$ cat src/dfs_pkg.sv
// Purpose: Shared constants for the DPLL frequency and source valid status block
// Assumes: APB register access, word per register, byte address = 4 x index
// Notes: How it works list below
// How it works
// - Mid frequency byte is read-only, resets zero
// - Selector bit picks monitor or second path
// - Three bytes form one 24-bit offset word
// - Offset word is two's complement signed
// - Freeze enable holds value at limit
// - Valid unless a non-soft alarm is outstanding
// - Inputs 1..8 map onto bits 0..7
// - Valid flag reads one, invalid reads zero
package dfs_pkg;
    // Bus shape
    localparam int ADDR_W = 12;
    localparam int DATA_W = 32;
    localparam int IDX_W = 8;
    // Frequency word and input count
    localparam int FREQ_W = 24;
    localparam int NUM_INPUTS = 8;
    localparam int MID_LSB = 8;
    localparam int MID_MSB = 15;
    // Register indices, byte address is index times four
    localparam logic [7:0] IDX_FREQ_MID = 8'h0d;
    localparam logic [7:0] IDX_VALID_LOW = 8'h0e;
    localparam logic [7:0] IDX_INT_STATUS = 8'h20;
    localparam logic [7:0] IDX_INT_MASK = 8'h21;
    localparam logic [7:0] IDX_FREEZE_CFG = 8'h3b;
    localparam logic [7:0] IDX_PATH_CFG = 8'h4b;
    // Field positions
    localparam int FREEZE_EN_BIT = 3;
    localparam int PATH_SEL_BIT = 4;
    localparam int INT_W = 9;
    localparam int INT_FREEZE_BIT = 8;
    // Reset values
    localparam logic [23:0] FREQ_RST = 24'h000000;
    localparam logic [7:0] VALID_RST = 8'h00;
    localparam logic [8:0] INT_RST = 9'h000;
endpackage

$ cat src/dfs_valid_qual.sv
// Purpose: Per-input validity qualification from alarm flags
// Assumes: Alarm flags come from logic on the same clock
// Notes: Soft frequency alarms never invalidate an input
`timescale 1ns/1ns
module dfs_valid_qual
    import dfs_pkg::*;
#(
    parameter int N = NUM_INPUTS
) (
    // Clock and reset
    input wire logic clock,
    input wire logic nrst,
    // Alarm flags, one per input
    input wire logic [N-1:0] softFreqAlarm,
    input wire logic [N-1:0] hardAlarm,
    // Qualified results
    output logic [N-1:0] validVec,
    output logic [N-1:0] validChange
);
    // Whole state of this module
    typedef struct packed {
        logic [N-1:0] valid;
        logic [N-1:0] chg;
    } dfs_qual_s;

    dfs_qual_s stateReg;
    dfs_qual_s stateNext;
    logic [N-1:0] rawValid; // Combinational verdict per input

    // One qualifier per input
    genvar gi;
    generate
        for (gi = 0; gi < N; gi++) begin : g_in
            // No alarm at all, or only the soft one
            assign rawValid[gi] = !(hardAlarm[gi] | softFreqAlarm[gi])
                                | (softFreqAlarm[gi] & !hardAlarm[gi]);
        end
    endgenerate

    // Next state
    always_comb begin
        stateNext = stateReg;
        stateNext.valid = rawValid;
        stateNext.chg = rawValid ^ stateReg.valid;
    end

    // State register
    always_ff @(posedge clock or negedge nrst) begin
        if (!nrst) begin
            stateReg <= '{valid: VALID_RST[N-1:0], chg: '0};
        end else begin
            stateReg <= stateNext;
        end
    end

    assign validVec = stateReg.valid;
    assign validChange = stateReg.chg;

    // Hard alarm always clears the flag next cycle
    a_valid_hard_alarm: assert property (@(posedge clock) disable iff (!nrst)
        (hardAlarm != '0) |=> ((validVec & $past(hardAlarm)) == '0))
        else $error("input with hard alarm reported valid");

    // Flag is one exactly when no hard alarm was seen
    a_valid_levels: assert property (@(posedge clock) disable iff (!nrst)
        ##1 (validVec == ~$past(hardAlarm)))
        else $error("validity flag level wrong");
endmodule

$ cat src/dfs_status_regs.sv
// Purpose: APB status bank for reported DPLL frequency and input validity
// Assumes: DPLL integral values and alarms are on the same clock
// Notes: One wait state on every APB access; unmapped addresses raise pslverr
`timescale 1ns/1ns
module dfs_status_regs
    import dfs_pkg::*;
#(
    parameter int N = NUM_INPUTS
) (
    // Clock and reset
    input wire logic clock,
    input wire logic nrst,
    // APB slave
    input wire logic psel,
    input wire logic penable,
    input wire logic pwrite,
    input wire logic [ADDR_W-1:0] paddr,
    input wire logic [DATA_W-1:0] pwdata,
    output logic [DATA_W-1:0] prdata,
    output logic pready,
    output logic pslverr,
    // DPLL integral path values and limit flags
    input wire logic [FREQ_W-1:0] monitorFreq,
    input wire logic [FREQ_W-1:0] secondPathFreq,
    input wire logic monitorAtLimit,
    input wire logic secondAtLimit,
    // Per-input alarms
    input wire logic [N-1:0] softFreqAlarm,
    input wire logic [N-1:0] hardAlarm,
    // Results
    output logic [FREQ_W-1:0] reportedPllFreqOffset,
    output logic irq
);
    // Whole state of the bank
    typedef struct packed {
        logic [FREQ_W-1:0] freq;   // Reported signed offset word
        logic frozen;              // Hold active last cycle
        logic pathSel;             // 0 monitor, 1 second path
        logic freezeEn;            // Hold at limit enable
        logic [INT_W-1:0] intStatus;
        logic [INT_W-1:0] intMask;
        logic [DATA_W-1:0] rdata;  // Latched read data
        logic slvErr;              // Latched error answer
        logic done;                // Answer ready this cycle
    } dfs_main_s;

    dfs_main_s stateReg;
    dfs_main_s stateNext;

    // Validity qualifier outputs
    logic [N-1:0] validVec;
    logic [N-1:0] validChange;

    // Address decode helpers
    logic [IDX_W-1:0] addrIdx;  // Word index of the access
    logic addrAligned;          // Low bits and high bits are zero
    logic [DATA_W-1:0] rdMux;   // Read value before latching
    logic mapped;               // Index names a register
    logic accessStart;          // First access cycle
    logic writeNow;             // Write takes effect this edge

    // Frequency path helpers
    logic [FREQ_W-1:0] pickFreq; // Selected integral path value
    logic pickLimit;             // Selected DPLL sits at a limit
    logic holdNow;               // Report held this cycle
    logic [INT_W-1:0] intSet;    // Events raised this cycle
    logic [INT_W-1:0] intClr;    // Software clear mask

    // Validity qualification
    dfs_valid_qual #(
        .N(N)
    ) u_qual (
        .clock(clock),
        .nrst(nrst),
        .softFreqAlarm(softFreqAlarm),
        .hardAlarm(hardAlarm),
        .validVec(validVec),
        .validChange(validChange)
    );

    // Source selection and freeze decision
    always_comb begin
        // Integral path value, so an average, not instantaneous
        pickFreq = stateReg.pathSel ? secondPathFreq : monitorFreq;
        pickLimit = stateReg.pathSel ? secondAtLimit : monitorAtLimit;
        holdNow = stateReg.freezeEn & pickLimit;
    end

    // Address decode; word aligned, nothing above the index field
    always_comb begin
        addrIdx = paddr[IDX_W+1:2];
        addrAligned = (paddr[1:0] == 2'b00) && (paddr[ADDR_W-1:IDX_W+2] == '0);
        accessStart = psel & penable & !stateReg.done;
        writeNow = psel & penable & stateReg.done & pwrite;
    end

    // Read multiplexer
    always_comb begin
        rdMux = '0;
        mapped = addrAligned;
        case (addrIdx)
            // Middle byte of the signed word; top and bottom live elsewhere
            IDX_FREQ_MID: rdMux[7:0] = stateReg.freq[MID_MSB:MID_LSB];
            // Input 1 in bit 0 up to input 8 in bit 7
            IDX_VALID_LOW: rdMux[N-1:0] = validVec;
            IDX_INT_STATUS: rdMux[INT_W-1:0] = stateReg.intStatus;
            IDX_INT_MASK: rdMux[INT_W-1:0] = stateReg.intMask;
            IDX_FREEZE_CFG: rdMux[FREEZE_EN_BIT] = stateReg.freezeEn;
            IDX_PATH_CFG: rdMux[PATH_SEL_BIT] = stateReg.pathSel;
            default: mapped = 1'b0;
        endcase
        if (!mapped) begin
            // Unmapped reads return zero
            rdMux = '0;
        end
    end

    // Interrupt events and clear
    always_comb begin
        intSet = '0;
        intSet[N-1:0] = validChange;
        // Entering hold is worth telling software about
        intSet[INT_FREEZE_BIT] = holdNow & !stateReg.frozen;
        intClr = '0;
        if (writeNow && mapped && addrIdx == IDX_INT_STATUS) begin
            intClr = pwdata[INT_W-1:0];
        end
    end

    // Next state
    always_comb begin
        stateNext = stateReg;
        stateNext.frozen = holdNow;
        // Update unless held at a limit
        if (!holdNow) begin
            stateNext.freq = pickFreq;
        end
        // Set wins over a simultaneous clear
        stateNext.intStatus = (stateReg.intStatus & ~intClr) | intSet;
        // Access phase: first cycle latches the answer, second completes it
        if (accessStart) begin
            stateNext.done = 1'b1;
            stateNext.rdata = pwrite ? '0 : rdMux;
            stateNext.slvErr = !mapped;
        end else begin
            stateNext.done = 1'b0;
            stateNext.slvErr = 1'b0;
        end
        // Writes land on the completing edge; read-only words ignore them
        if (writeNow && mapped) begin
            case (addrIdx)
                IDX_INT_MASK: stateNext.intMask = pwdata[INT_W-1:0];
                IDX_FREEZE_CFG: stateNext.freezeEn = pwdata[FREEZE_EN_BIT];
                IDX_PATH_CFG: stateNext.pathSel = pwdata[PATH_SEL_BIT];
                default: begin
                    // Status handled above, others read-only
                end
            endcase
        end
    end

    // State register
    always_ff @(posedge clock or negedge nrst) begin
        if (!nrst) begin
            stateReg <= '{freq: FREQ_RST, frozen: 1'b0, pathSel: 1'b0, freezeEn: 1'b0,
                          intStatus: INT_RST, intMask: INT_RST, rdata: '0,
                          slvErr: 1'b0, done: 1'b0};
        end else begin
            stateReg <= stateNext;
        end
    end

    // Outputs
    assign prdata = stateReg.rdata;
    assign pready = stateReg.done;
    assign pslverr = stateReg.slvErr;
    assign reportedPllFreqOffset = stateReg.freq;
    // Level interrupt while an unmasked status bit stands
    assign irq = |(stateReg.intStatus & stateReg.intMask);

    // Mid byte read returns the word bits held at latch time
    a_mid_byte_read: assert property (@(posedge clock) disable iff (!nrst)
        (psel && penable && pready && !pwrite && addrAligned && addrIdx == IDX_FREQ_MID)
        |-> (prdata[7:0] == $past(stateReg.freq[MID_MSB:MID_LSB])) && (prdata[31:8] == '0))
        else $error("mid frequency byte read wrong");

    // Unheld report follows the selected path
    a_source_select: assert property (@(posedge clock) disable iff (!nrst)
        !$past(holdNow) |-> (stateReg.freq == $past(pickFreq)))
        else $error("reported frequency not from selected path");

    // Sign follows the source word when not held
    a_signed_word: assert property (@(posedge clock) disable iff (!nrst)
        !$past(holdNow) |-> (($signed(stateReg.freq) < 0) == ($signed($past(pickFreq)) < 0)))
        else $error("sign of reported word wrong");

    // Held value does not move
    a_freeze_hold: assert property (@(posedge clock) disable iff (!nrst)
        $past(holdNow) |-> $stable(stateReg.freq))
        else $error("reported frequency moved while frozen");

    // Report equals integral input of the monitor path when selected and not held
    a_integral_path: assert property (@(posedge clock) disable iff (!nrst)
        ($past(!stateReg.pathSel) && !$past(holdNow)) |-> (stateReg.freq == $past(monitorFreq)))
        else $error("monitor integral value not reported");

    // Valid byte read carries inputs 1..8 in bits 0..7
    a_valid_bit_map: assert property (@(posedge clock) disable iff (!nrst)
        (psel && penable && pready && !pwrite && addrAligned && addrIdx == IDX_VALID_LOW)
        |-> (prdata[N-1:0] == $past(validVec)) && (prdata[31:N] == '0))
        else $error("valid byte read wrong");

    // Change of validity leaves a sticky status bit
    a_valid_sticky: assert property (@(posedge clock) disable iff (!nrst)
        (validChange != '0) |=> ((stateReg.intStatus[N-1:0] & $past(validChange)) == $past(validChange)))
        else $error("validity change not latched");

    // Every access is answered one cycle after it starts
    a_apb_one_wait: assert property (@(posedge clock) disable iff (!nrst)
        (psel && penable && !pready) |=> pready)
        else $error("access not answered after one wait");

    // Completing edge of an access, shared by the bus checks below
    logic apbDone; // Select, enable and ready all high
    assign apbDone = psel & penable & pready;

    // Ready stands for the completing cycle only
    a_ready_one_cycle: assert property (@(posedge clock) disable iff (!nrst)
        pready |=> !pready)
        else $error("ready held longer than one cycle");

    // Error answer only comes with ready
    a_error_with_ready: assert property (@(posedge clock) disable iff (!nrst)
        pslverr |-> pready)
        else $error("error raised without ready");

    // Ready only answers an access that was already running
    a_ready_after_access: assert property (@(posedge clock) disable iff (!nrst)
        pready |-> $past(psel && penable))
        else $error("ready without a running access");

    // Unmapped or misaligned index is refused with an error
    a_unmapped_error: assert property (@(posedge clock) disable iff (!nrst)
        (psel && penable && !pready && !mapped) |=> pslverr)
        else $error("unmapped access not refused");

    // A refused access returns zero data
    a_refused_zero: assert property (@(posedge clock) disable iff (!nrst)
        (pready && pslverr) |-> (prdata == '0))
        else $error("refused access returned data");

    // Write answers carry no data
    a_write_no_data: assert property (@(posedge clock) disable iff (!nrst)
        (apbDone && pwrite) |-> (prdata == '0))
        else $error("write answer carried data");

    // Mid byte read is answered without error
    a_mid_read_ok: assert property (@(posedge clock) disable iff (!nrst)
        (apbDone && addrAligned && addrIdx == IDX_FREQ_MID) |-> !pslverr)
        else $error("mid frequency byte read refused");

    // Valid byte read is answered without error
    a_valid_read_ok: assert property (@(posedge clock) disable iff (!nrst)
        (apbDone && addrAligned && addrIdx == IDX_VALID_LOW) |-> !pslverr)
        else $error("valid byte read refused");

    // Inputs under a hard alarm never read as valid; two cycles from alarm to data
    a_valid_hard_read: assert property (@(posedge clock) disable iff (!nrst)
        (apbDone && !pwrite && addrAligned && addrIdx == IDX_VALID_LOW)
        |-> ((prdata[N-1:0] & $past(hardAlarm, 2)) == '0))
        else $error("input with hard alarm read as valid");

    // Write to the read-only word leaves all settings alone
    a_ro_write_kept: assert property (@(posedge clock) disable iff (!nrst)
        (apbDone && pwrite && addrAligned && addrIdx == IDX_FREQ_MID)
        |=> ($stable(stateReg.intMask) && $stable(stateReg.pathSel) && $stable(stateReg.freezeEn)))
        else $error("read-only write changed a setting");

    // Path select write lands on the completing edge
    a_path_write: assert property (@(posedge clock) disable iff (!nrst)
        (apbDone && pwrite && addrAligned && addrIdx == IDX_PATH_CFG)
        |=> (stateReg.pathSel == $past(pwdata[PATH_SEL_BIT])))
        else $error("path select write lost");

    // Path config reads back only the select bit
    a_path_read: assert property (@(posedge clock) disable iff (!nrst)
        (apbDone && !pwrite && addrAligned && addrIdx == IDX_PATH_CFG)
        |-> (prdata == (DATA_W'($past(stateReg.pathSel)) << PATH_SEL_BIT)))
        else $error("path config read wrong");

    // Freeze enable write lands on the completing edge
    a_freeze_write: assert property (@(posedge clock) disable iff (!nrst)
        (apbDone && pwrite && addrAligned && addrIdx == IDX_FREEZE_CFG)
        |=> (stateReg.freezeEn == $past(pwdata[FREEZE_EN_BIT])))
        else $error("freeze enable write lost");

    // Freeze config reads back only the enable bit
    a_cfg_read_bits: assert property (@(posedge clock) disable iff (!nrst)
        (apbDone && !pwrite && addrAligned && addrIdx == IDX_FREEZE_CFG)
        |-> (prdata == (DATA_W'($past(stateReg.freezeEn)) << FREEZE_EN_BIT)))
        else $error("freeze config read wrong");

    // Mask write lands on the completing edge
    a_mask_write: assert property (@(posedge clock) disable iff (!nrst)
        (apbDone && pwrite && addrAligned && addrIdx == IDX_INT_MASK)
        |=> (stateReg.intMask == $past(pwdata[INT_W-1:0])))
        else $error("mask write lost");

    // Writing ones clears status unless a new event lands
    a_status_clear: assert property (@(posedge clock) disable iff (!nrst)
        (apbDone && pwrite && addrAligned && addrIdx == IDX_INT_STATUS)
        |=> ((stateReg.intStatus & $past(pwdata[INT_W-1:0]) & ~$past(intSet)) == '0))
        else $error("status bits not cleared");

    // Every event leaves its sticky bit, clear or not
    a_set_wins: assert property (@(posedge clock) disable iff (!nrst)
        (intSet != '0) |=> ((stateReg.intStatus & $past(intSet)) == $past(intSet)))
        else $error("event lost against a clear");

    // Status bits only rise on an event
    a_status_no_spurious: assert property (@(posedge clock) disable iff (!nrst)
        (stateReg.intStatus & ~$past(stateReg.intStatus) & ~$past(intSet)) == '0)
        else $error("status bit set without an event");

    // Entering hold raises the hold status bit
    a_hold_event: assert property (@(posedge clock) disable iff (!nrst)
        (holdNow && !stateReg.frozen) |=> stateReg.intStatus[INT_FREEZE_BIT])
        else $error("hold entry not flagged");

    // Clearing the mask drops the interrupt next cycle
    a_irq_masked_off: assert property (@(posedge clock) disable iff (!nrst)
        (apbDone && pwrite && addrAligned && addrIdx == IDX_INT_MASK && pwdata[INT_W-1:0] == '0) |=> !irq)
        else $error("interrupt stayed up with mask cleared");

    // Second path value reported when selected and not held; skips the edge leaving reset
    a_second_path: assert property (@(posedge clock) disable iff (!nrst)
        ($past(nrst) && $past(stateReg.pathSel) && !$past(holdNow))
        |-> (stateReg.freq == $past(secondPathFreq)))
        else $error("second path value not reported");

    // Away from a limit the report always follows its source
    a_no_limit_free: assert property (@(posedge clock) disable iff (!nrst)
        ($past(nrst) && !$past(pickLimit)) |-> (stateReg.freq == $past(pickFreq)))
        else $error("report held away from a limit");
endmodule

$ cat config.mk
export PLATFORM = sky130hd
export DESIGN_NAME = dfs_status_regs
export DESIGN_NICKNAME = d
export VERILOG_FILES = /design/src/dfs_pkg.sv /design/src/dfs_valid_qual.sv /design/src/dfs_status_regs.sv
export SDC_FILE = /design/constraint.sdc
export NUM_CORES = 1
export LEC_CHECK = 0
export ABC_AREA = 1
export BUFFER_PORTS_ARGS = -buffer_cell sky130_fd_sc_hd__clkbuf_2
export CAP_MARGIN = 10
export CORE_AREA = 2 2 128 130
export CTS_CLUSTER_DIAMETER = 80
export CTS_CLUSTER_SIZE = 40
export DETAILED_ROUTE_END_ITERATION = 8
export DIE_AREA = 0 0 130 132
export HOLD_SLACK_MARGIN = 0.08
export PLACE_DENSITY = 0.49
export SKIP_CTS_REPAIR_TIMING = 1
export SLEW_MARGIN = 20
export SYNTH_ARGS = -nofsm -noshare
export SYNTH_HDL_FRONTEND = slang
export SYNTH_SLANG_ARGS = --single-unit
$ cat constraint.sdc
create_clock -name clock -period 1.9 [get_ports clock]
set_input_delay 0.285 -clock clock [delete_from_list [all_inputs] [get_ports clock]]
set_output_delay 0.285 -clock clock [all_outputs]
set_load 0.02 [all_outputs]
=== Word level (Yosys, flattened, before mapping) ===
Index checks and enable logic that the tools add are counted.

* Equality and inequality tests: 6
* Reductions and logical operators: 29
* Bitwise gates (word level): 35
* Mux-type cells: 12

{| class="wikitable"
|+ Operator list
! cell !! number
|-
| 2-to-1 mux 32 bit || 1
|-
| == test 8 x 6 -> 1 bit (second input constant) || 3
|-
| 2-to-1 mux 24 bit || 1
|-
| one-hot mux 3 bit (4 select lines) || 2
|-
| zero test 1 bit || 19
|-
| AND 9 bit || 2
|-
| 2-to-1 mux 9 bit || 2
|-
| == test 8 x 4 -> 1 bit (second input constant) || 2
|-
| bitwise OR 1 bit || 16
|-
| AND 1 bit || 14
|-
| one-hot mux 1 bit (5 select lines) || 2
|-
| inverter 9 bit || 1
|-
| bitwise OR 9 bit || 1
|-
| OR reduction 9 bit || 1
|-
| == test 8 x 7 -> 1 bit (second input constant) || 1
|-
| XOR 8 bit || 1
|-
| AND reduction 2 bit || 3
|-
| OR reduction 6 bit || 1
|-
| zero test 2 bit || 2
|-
| logical AND 1 bit || 3
|-
| 2-to-1 mux 1 bit || 2
|-
| 2-to-1 mux 2 bit || 1
|-
| one-hot mux 1 bit (2 select lines) || 1
|}

* Word-level logic and storage cells: 93
* Input port bits: 115
* Output and inout bits: 59
* Bits in registers: 95

=== Logic depth before layout (Yosys ltp) ===
* Depth in word-level cells: 9
* Depth in mapped cells: 11
* Depth with buffers taken out: 10

=== Cells and area by module ===
Synthesis repeated with hierarchy kept, for this count alone.

* Cell total of the unflattened synthesis: 506
* Area, all modules: 4000.1 um^2

{| class="wikitable"
|+ By module, submodules not included
! module !! cells each !! area an instance (um^2) !! instances !! sequential area each (um^2)
|-
| dfs_status_regs || 450 || 3409.5 || 1 || 1401.3
|-
| dfs_valid_qual || 56 || 590.6 || 1 || 400.4
|}

=== Worst setup path after synthesis ===
OpenSTA, ideal clock, no wires.

* Path kind: reg2reg
* Start point: register stateReg (netlist bit pready)
* End point: register stateReg[53] in the netlist's numbering
* Stages on the path, launching flop included: 7
* Arrival time: 1276 ps
* Buffers on the path: 1
* Slack: 498 ps
* Library setup time: 126 ps
* Period minus slack after synthesis: 1402 ps
* Data required time: 1774 ps
* Cell sequence: dfrtp_1 nand2_1 nor2_1 clkbuf_1 nand3_1 nand2_1 o21ai_0

* Word-level cells in the longest chain between the ends: 4

{| class="wikitable"
|+ Ends and longest elaborated chain
! element !! RTL line !! text
|-
| start: declaration || dfs_status_regs.sv:47 || <nowiki>dfs_main_s stateReg;</nowiki>
|-
| start signal: assignment || dfs_status_regs.sv:165 || <nowiki>stateReg <= '{freq: FREQ_RST, frozen: 1'b0, pathSel: 1'b0, freezeEn: 1'b0,</nowiki>
|-
| start signal: assignment || dfs_status_regs.sv:169 || <nowiki>stateReg <= stateNext;</nowiki>
|-
| AND 1 bit || - ||
|-
| AND 1 bit || dfs_status_regs.sv:94 || <nowiki>writeNow = psel & penable & stateReg.done & pwrite;</nowiki>
|-
| logical AND 1 bit || dfs_status_regs.sv:150 || <nowiki>if (writeNow && mapped) begin</nowiki>
|-
| AND reduction 2 bit (no source line) || - ||
|}

Every way passes these cells.
A chain may end at the register's enable or synchronous reset.

=== Final worst setup path ===
* Start point: register stateReg[49] in the netlist's numbering
* End point: output irq

* Word-level cells in the longest chain between the ends: 2

{| class="wikitable"
|+ Ends and longest elaborated chain
! element !! RTL line !! text
|-
| AND 9 bit || dfs_status_regs.sv:179 || <nowiki>assign irq = |(stateReg.intStatus & stateReg.intMask);</nowiki>
|-
| OR reduction 9 bit || dfs_status_regs.sv:179 ||
|-
| end: declaration || dfs_status_regs.sv:32 || <nowiki>output logic irq</nowiki>
|}

Every way passes these cells.

==> flow_metrics.env <==
export IMPL_outcome="completed"
export IMPL_antennaDiodeCount=0
export IMPL_clk_path_buf_depth=2
export IMPL_synth_area_um2=3900
export IMPL_hold_class="in2reg"
export IMPL_io_pins=174
export IMPL_vdd_ir_drop_max_v=0.000401
export IMPL_area_growth_pct=21.5
export IMPL_routedWlPerCell_um=12.7
export IMPL_grt_pass1_wl_mm=15.9
export IMPL_slowest_delay_ns=0.38
export IMPL_syn_avg_cell_area_um2=8.06
export IMPL_p_per_area_nw_per_um2=780
export IMPL_r2r_setup_slack_ns=0.44
export IMPL_period_share=0.944
export IMPL_antenna_found_initial=1
export IMPL_drc_errors=0
export IMPL_first_iter_violations=189
export IMPL_nets=688
export IMPL_combPwrFrac=0.095
export IMPL_max_freq_ghz=0.558
export IMPL_routed_wl_mm=10.1
export IMPL_fp_coreArea_um2=15700
export IMPL_seq_power_share=0.437
export IMPL_cts_sinks=72
export IMPL_gp_congestion=0.836
export IMPL_drv_cap=0
export IMPL_grt_pass1_vias=3099
export IMPL_dr_wl_met2_mm=4.56
export IMPL_p_switching_mw=0.952
export IMPL_rsz0062_at_grt="false"
export IMPL_cts_root_buffer="clkbuf_16"
export IMPL_antenna_left=0
export IMPL_path_buf_inv=2
export IMPL_clkPwrFrac=0.468
export IMPL_synth_cells=484
export IMPL_worstSetupPathType="reg2out"
export IMPL_swShare=0.257
export IMPL_critPathMaxFanout=2
export IMPL_grt_max_degree=51
export IMPL_final_util=0.302
export IMPL_slew_headroom=0.645
export IMPL_wl_met1_mm=4.57
export IMPL_layout_drive_gt1_share=0.292
export IMPL_topRoutingLayerUsed="met5"
export IMPL_p_leak_nw=2.48
export IMPL_num_vias=3171
export IMPL_cts_buffers=9
export IMPL_clkLatencyLatePin_ns=0.33
export IMPL_synth_edf_count=0
export IMPL_ys_seq_area_frac=0.462
export IMPL_yosys_warnings=0
export IMPL_synth_area_leaders="dfrtp_1 (46%), buf_4 (11%), nand2_1 (11%)"
export IMPL_max_slew_worst_pin_slew_ns=0.532
export IMPL_clk_pin_slew_ns=0.06
export IMPL_worst_setup_path_end_kind="output port"
export IMPL_dieHeight_um=132
export IMPL_yosysTopAreaCell="dfrtp_1"
export IMPL_dp_hpwl_mm=7.82
export IMPL_rows=46
export IMPL_track_usage=0.122
export IMPL_synth_distinct_cells=29
export IMPL_ys_flop_type="dfrtp_1"
export IMPL_critPathSlowestCell="dfrtp_1"
export IMPL_power_internal_mw=2.75
export IMPL_clock_skew_final_ns=0.00557
export IMPL_cp_arrival_ns=1.51
export IMPL_tns_ns=0
export IMPL_path_delay_family="flip-flops"
export IMPL_cp_start_kind="flop"
export IMPL_initial_utilization=0.248
export IMPL_hold_violations=0
export IMPL_synth_seq_cells=72
export IMPL_timing_hold_ws_ns=0.113
export IMPL_die_w_um=130
export IMPL_grt_ovfl_total=0
export IMPL_htree_num_levels=3
export IMPL_portBuffers=119
export IMPL_drtPass1Iterations=4
export IMPL_synth_top_area_frac=0.462
export IMPL_power_total_mw=3.70
export IMPL_period_needed_ns=1.79
export IMPL_via_per_inst=3.99
export IMPL_cts_tree="done"
export IMPL_crit_chain="inv_1 > o22ai_1 > a221oi_2 > nand4_1 > buf_2"
export IMPL_cp_required_ns=1.62
export IMPL_die_area_um2=17200
export IMPL_setup_viol=0
export IMPL_synthArstFlopShare=1.00
export IMPL_slew_violations=0
export IMPL_route_met3_wl_um=683
[layout by cell type, fill, tap and decap left out, drive strengths merged]
master | Yosys | routed
conb | 1 | 23
dfrtp | 72 | 72
nand4 | 11 | 11
nand2 | 115 | 115
a221oi | 1 | 1
dlygate4sd3 | 0 | 1
clkbuf | 7 | 126
buf | 63 | 8
a22o | 3 | 3
inv | 85 | 87
clkinv | 1 | 3
xnor2 | 8 | 8
nand3 | 9 | 9
o211ai | 7 | 7
a21oi | 2 | 2
o21ai | 66 | 66
o22ai | 9 | 9
mux2 | 1 | 1
clkinvlp | 0 | 2
nor2 | 22 | 22
or2 | 1 | 1
bufinv | 0 | 1
[per-stage QoR]
| step | instances | worst slack, ns | instance area, µm² |
|---|---|---|---|
| CTS | 793 | 0.0375 | 4730 |
| finish | 794 | 0.107 | 4740 |
| global placement | 777 | 0.174 | 4420 |
| global route | 794 | 0.0403 | 4740 |
| detailed placement | 777 | 0.131 | 4420 |
| floorplan | 506 | 0.498 | 3990 |
[synth_stat cells (2+ instances only)]
cell type	count
a21oi_1	2
a22o_1	3
buf_2	5
buf_4	57
clkbuf_1	7
dfrtp_1	72
inv_1	80
inv_2	5
nand2_1	111
nand2_2	4
nand3_1	7
nand4_1	11
nor2_1	17
nor2_2	3
nor2_4	2
o211ai_1	7
o21ai_0	54
o21ai_1	3
o21ai_2	9
o22ai_1	9
xnor2_1	8
[registers in the layout, summed over array words and instances (netlist names)]
signal,flops
reportedPllFreqOffset,24
prdata,9
stateReg,21
u_qual.validVec,8
pready,1
pslverr,1
u_qual.validChange,8
[kinds of logic after synthesis]
family          share of synthesized area
compound gates                      0.133
xor+xnor                           0.0180
buf+inv                             0.208
flops                               0.462
mux                               0.00289
other cells                      0.000961
simple gates                        0.175
[power by group through the flow]
stage          logic (mW)  clock network [mW]  registers, mW
2_1_floorplan       0.242                   0           1.64
3_5_place_dp        0.357                   0           1.65
5_1_grt             0.396                1.84           1.62
6_report            0.351                1.73           1.62
3_3_place_gp        0.351                   0           1.64
4_1_cts             0.358                1.79           1.62
[worst paths after layout]
path | startpoint | endpoint | cells past startpoint
max | stateReg[49] | irq | 5
min | hardAlarm[6] | u_qual.validVec[6] | 2
max reg2reg | stateReg[53] | reportedPllFreqOffset[22] | 4
min reg2reg | u_qual.validChange[3] | stateReg[46] | 2
max in group asynchronous | nrst | reportedPllFreqOffset[22] | 3
min in group asynchronous | nrst | u_qual.validChange[1] | 2
[layout make-up]
cell class,instances,area [µm²]
timing repair buffer,126,666
fill,1703,11000
sequential,72,1800
clock buffer,9,225
clock inverter,7,80.1
multi-input combinational,278,1380
tap,216,270
inverter,86,323
[per-layer routing]
metal | up-vias | global-route usage
li1 | 1611 | -
met1 | 1447 | 0.155
met2 | 96 | 0.187
met3 | 15 | 0.0373
met4 | 2 | 0.0573
met5 | - | 0
Note: power is estimated with default switching activity, not from simulation.
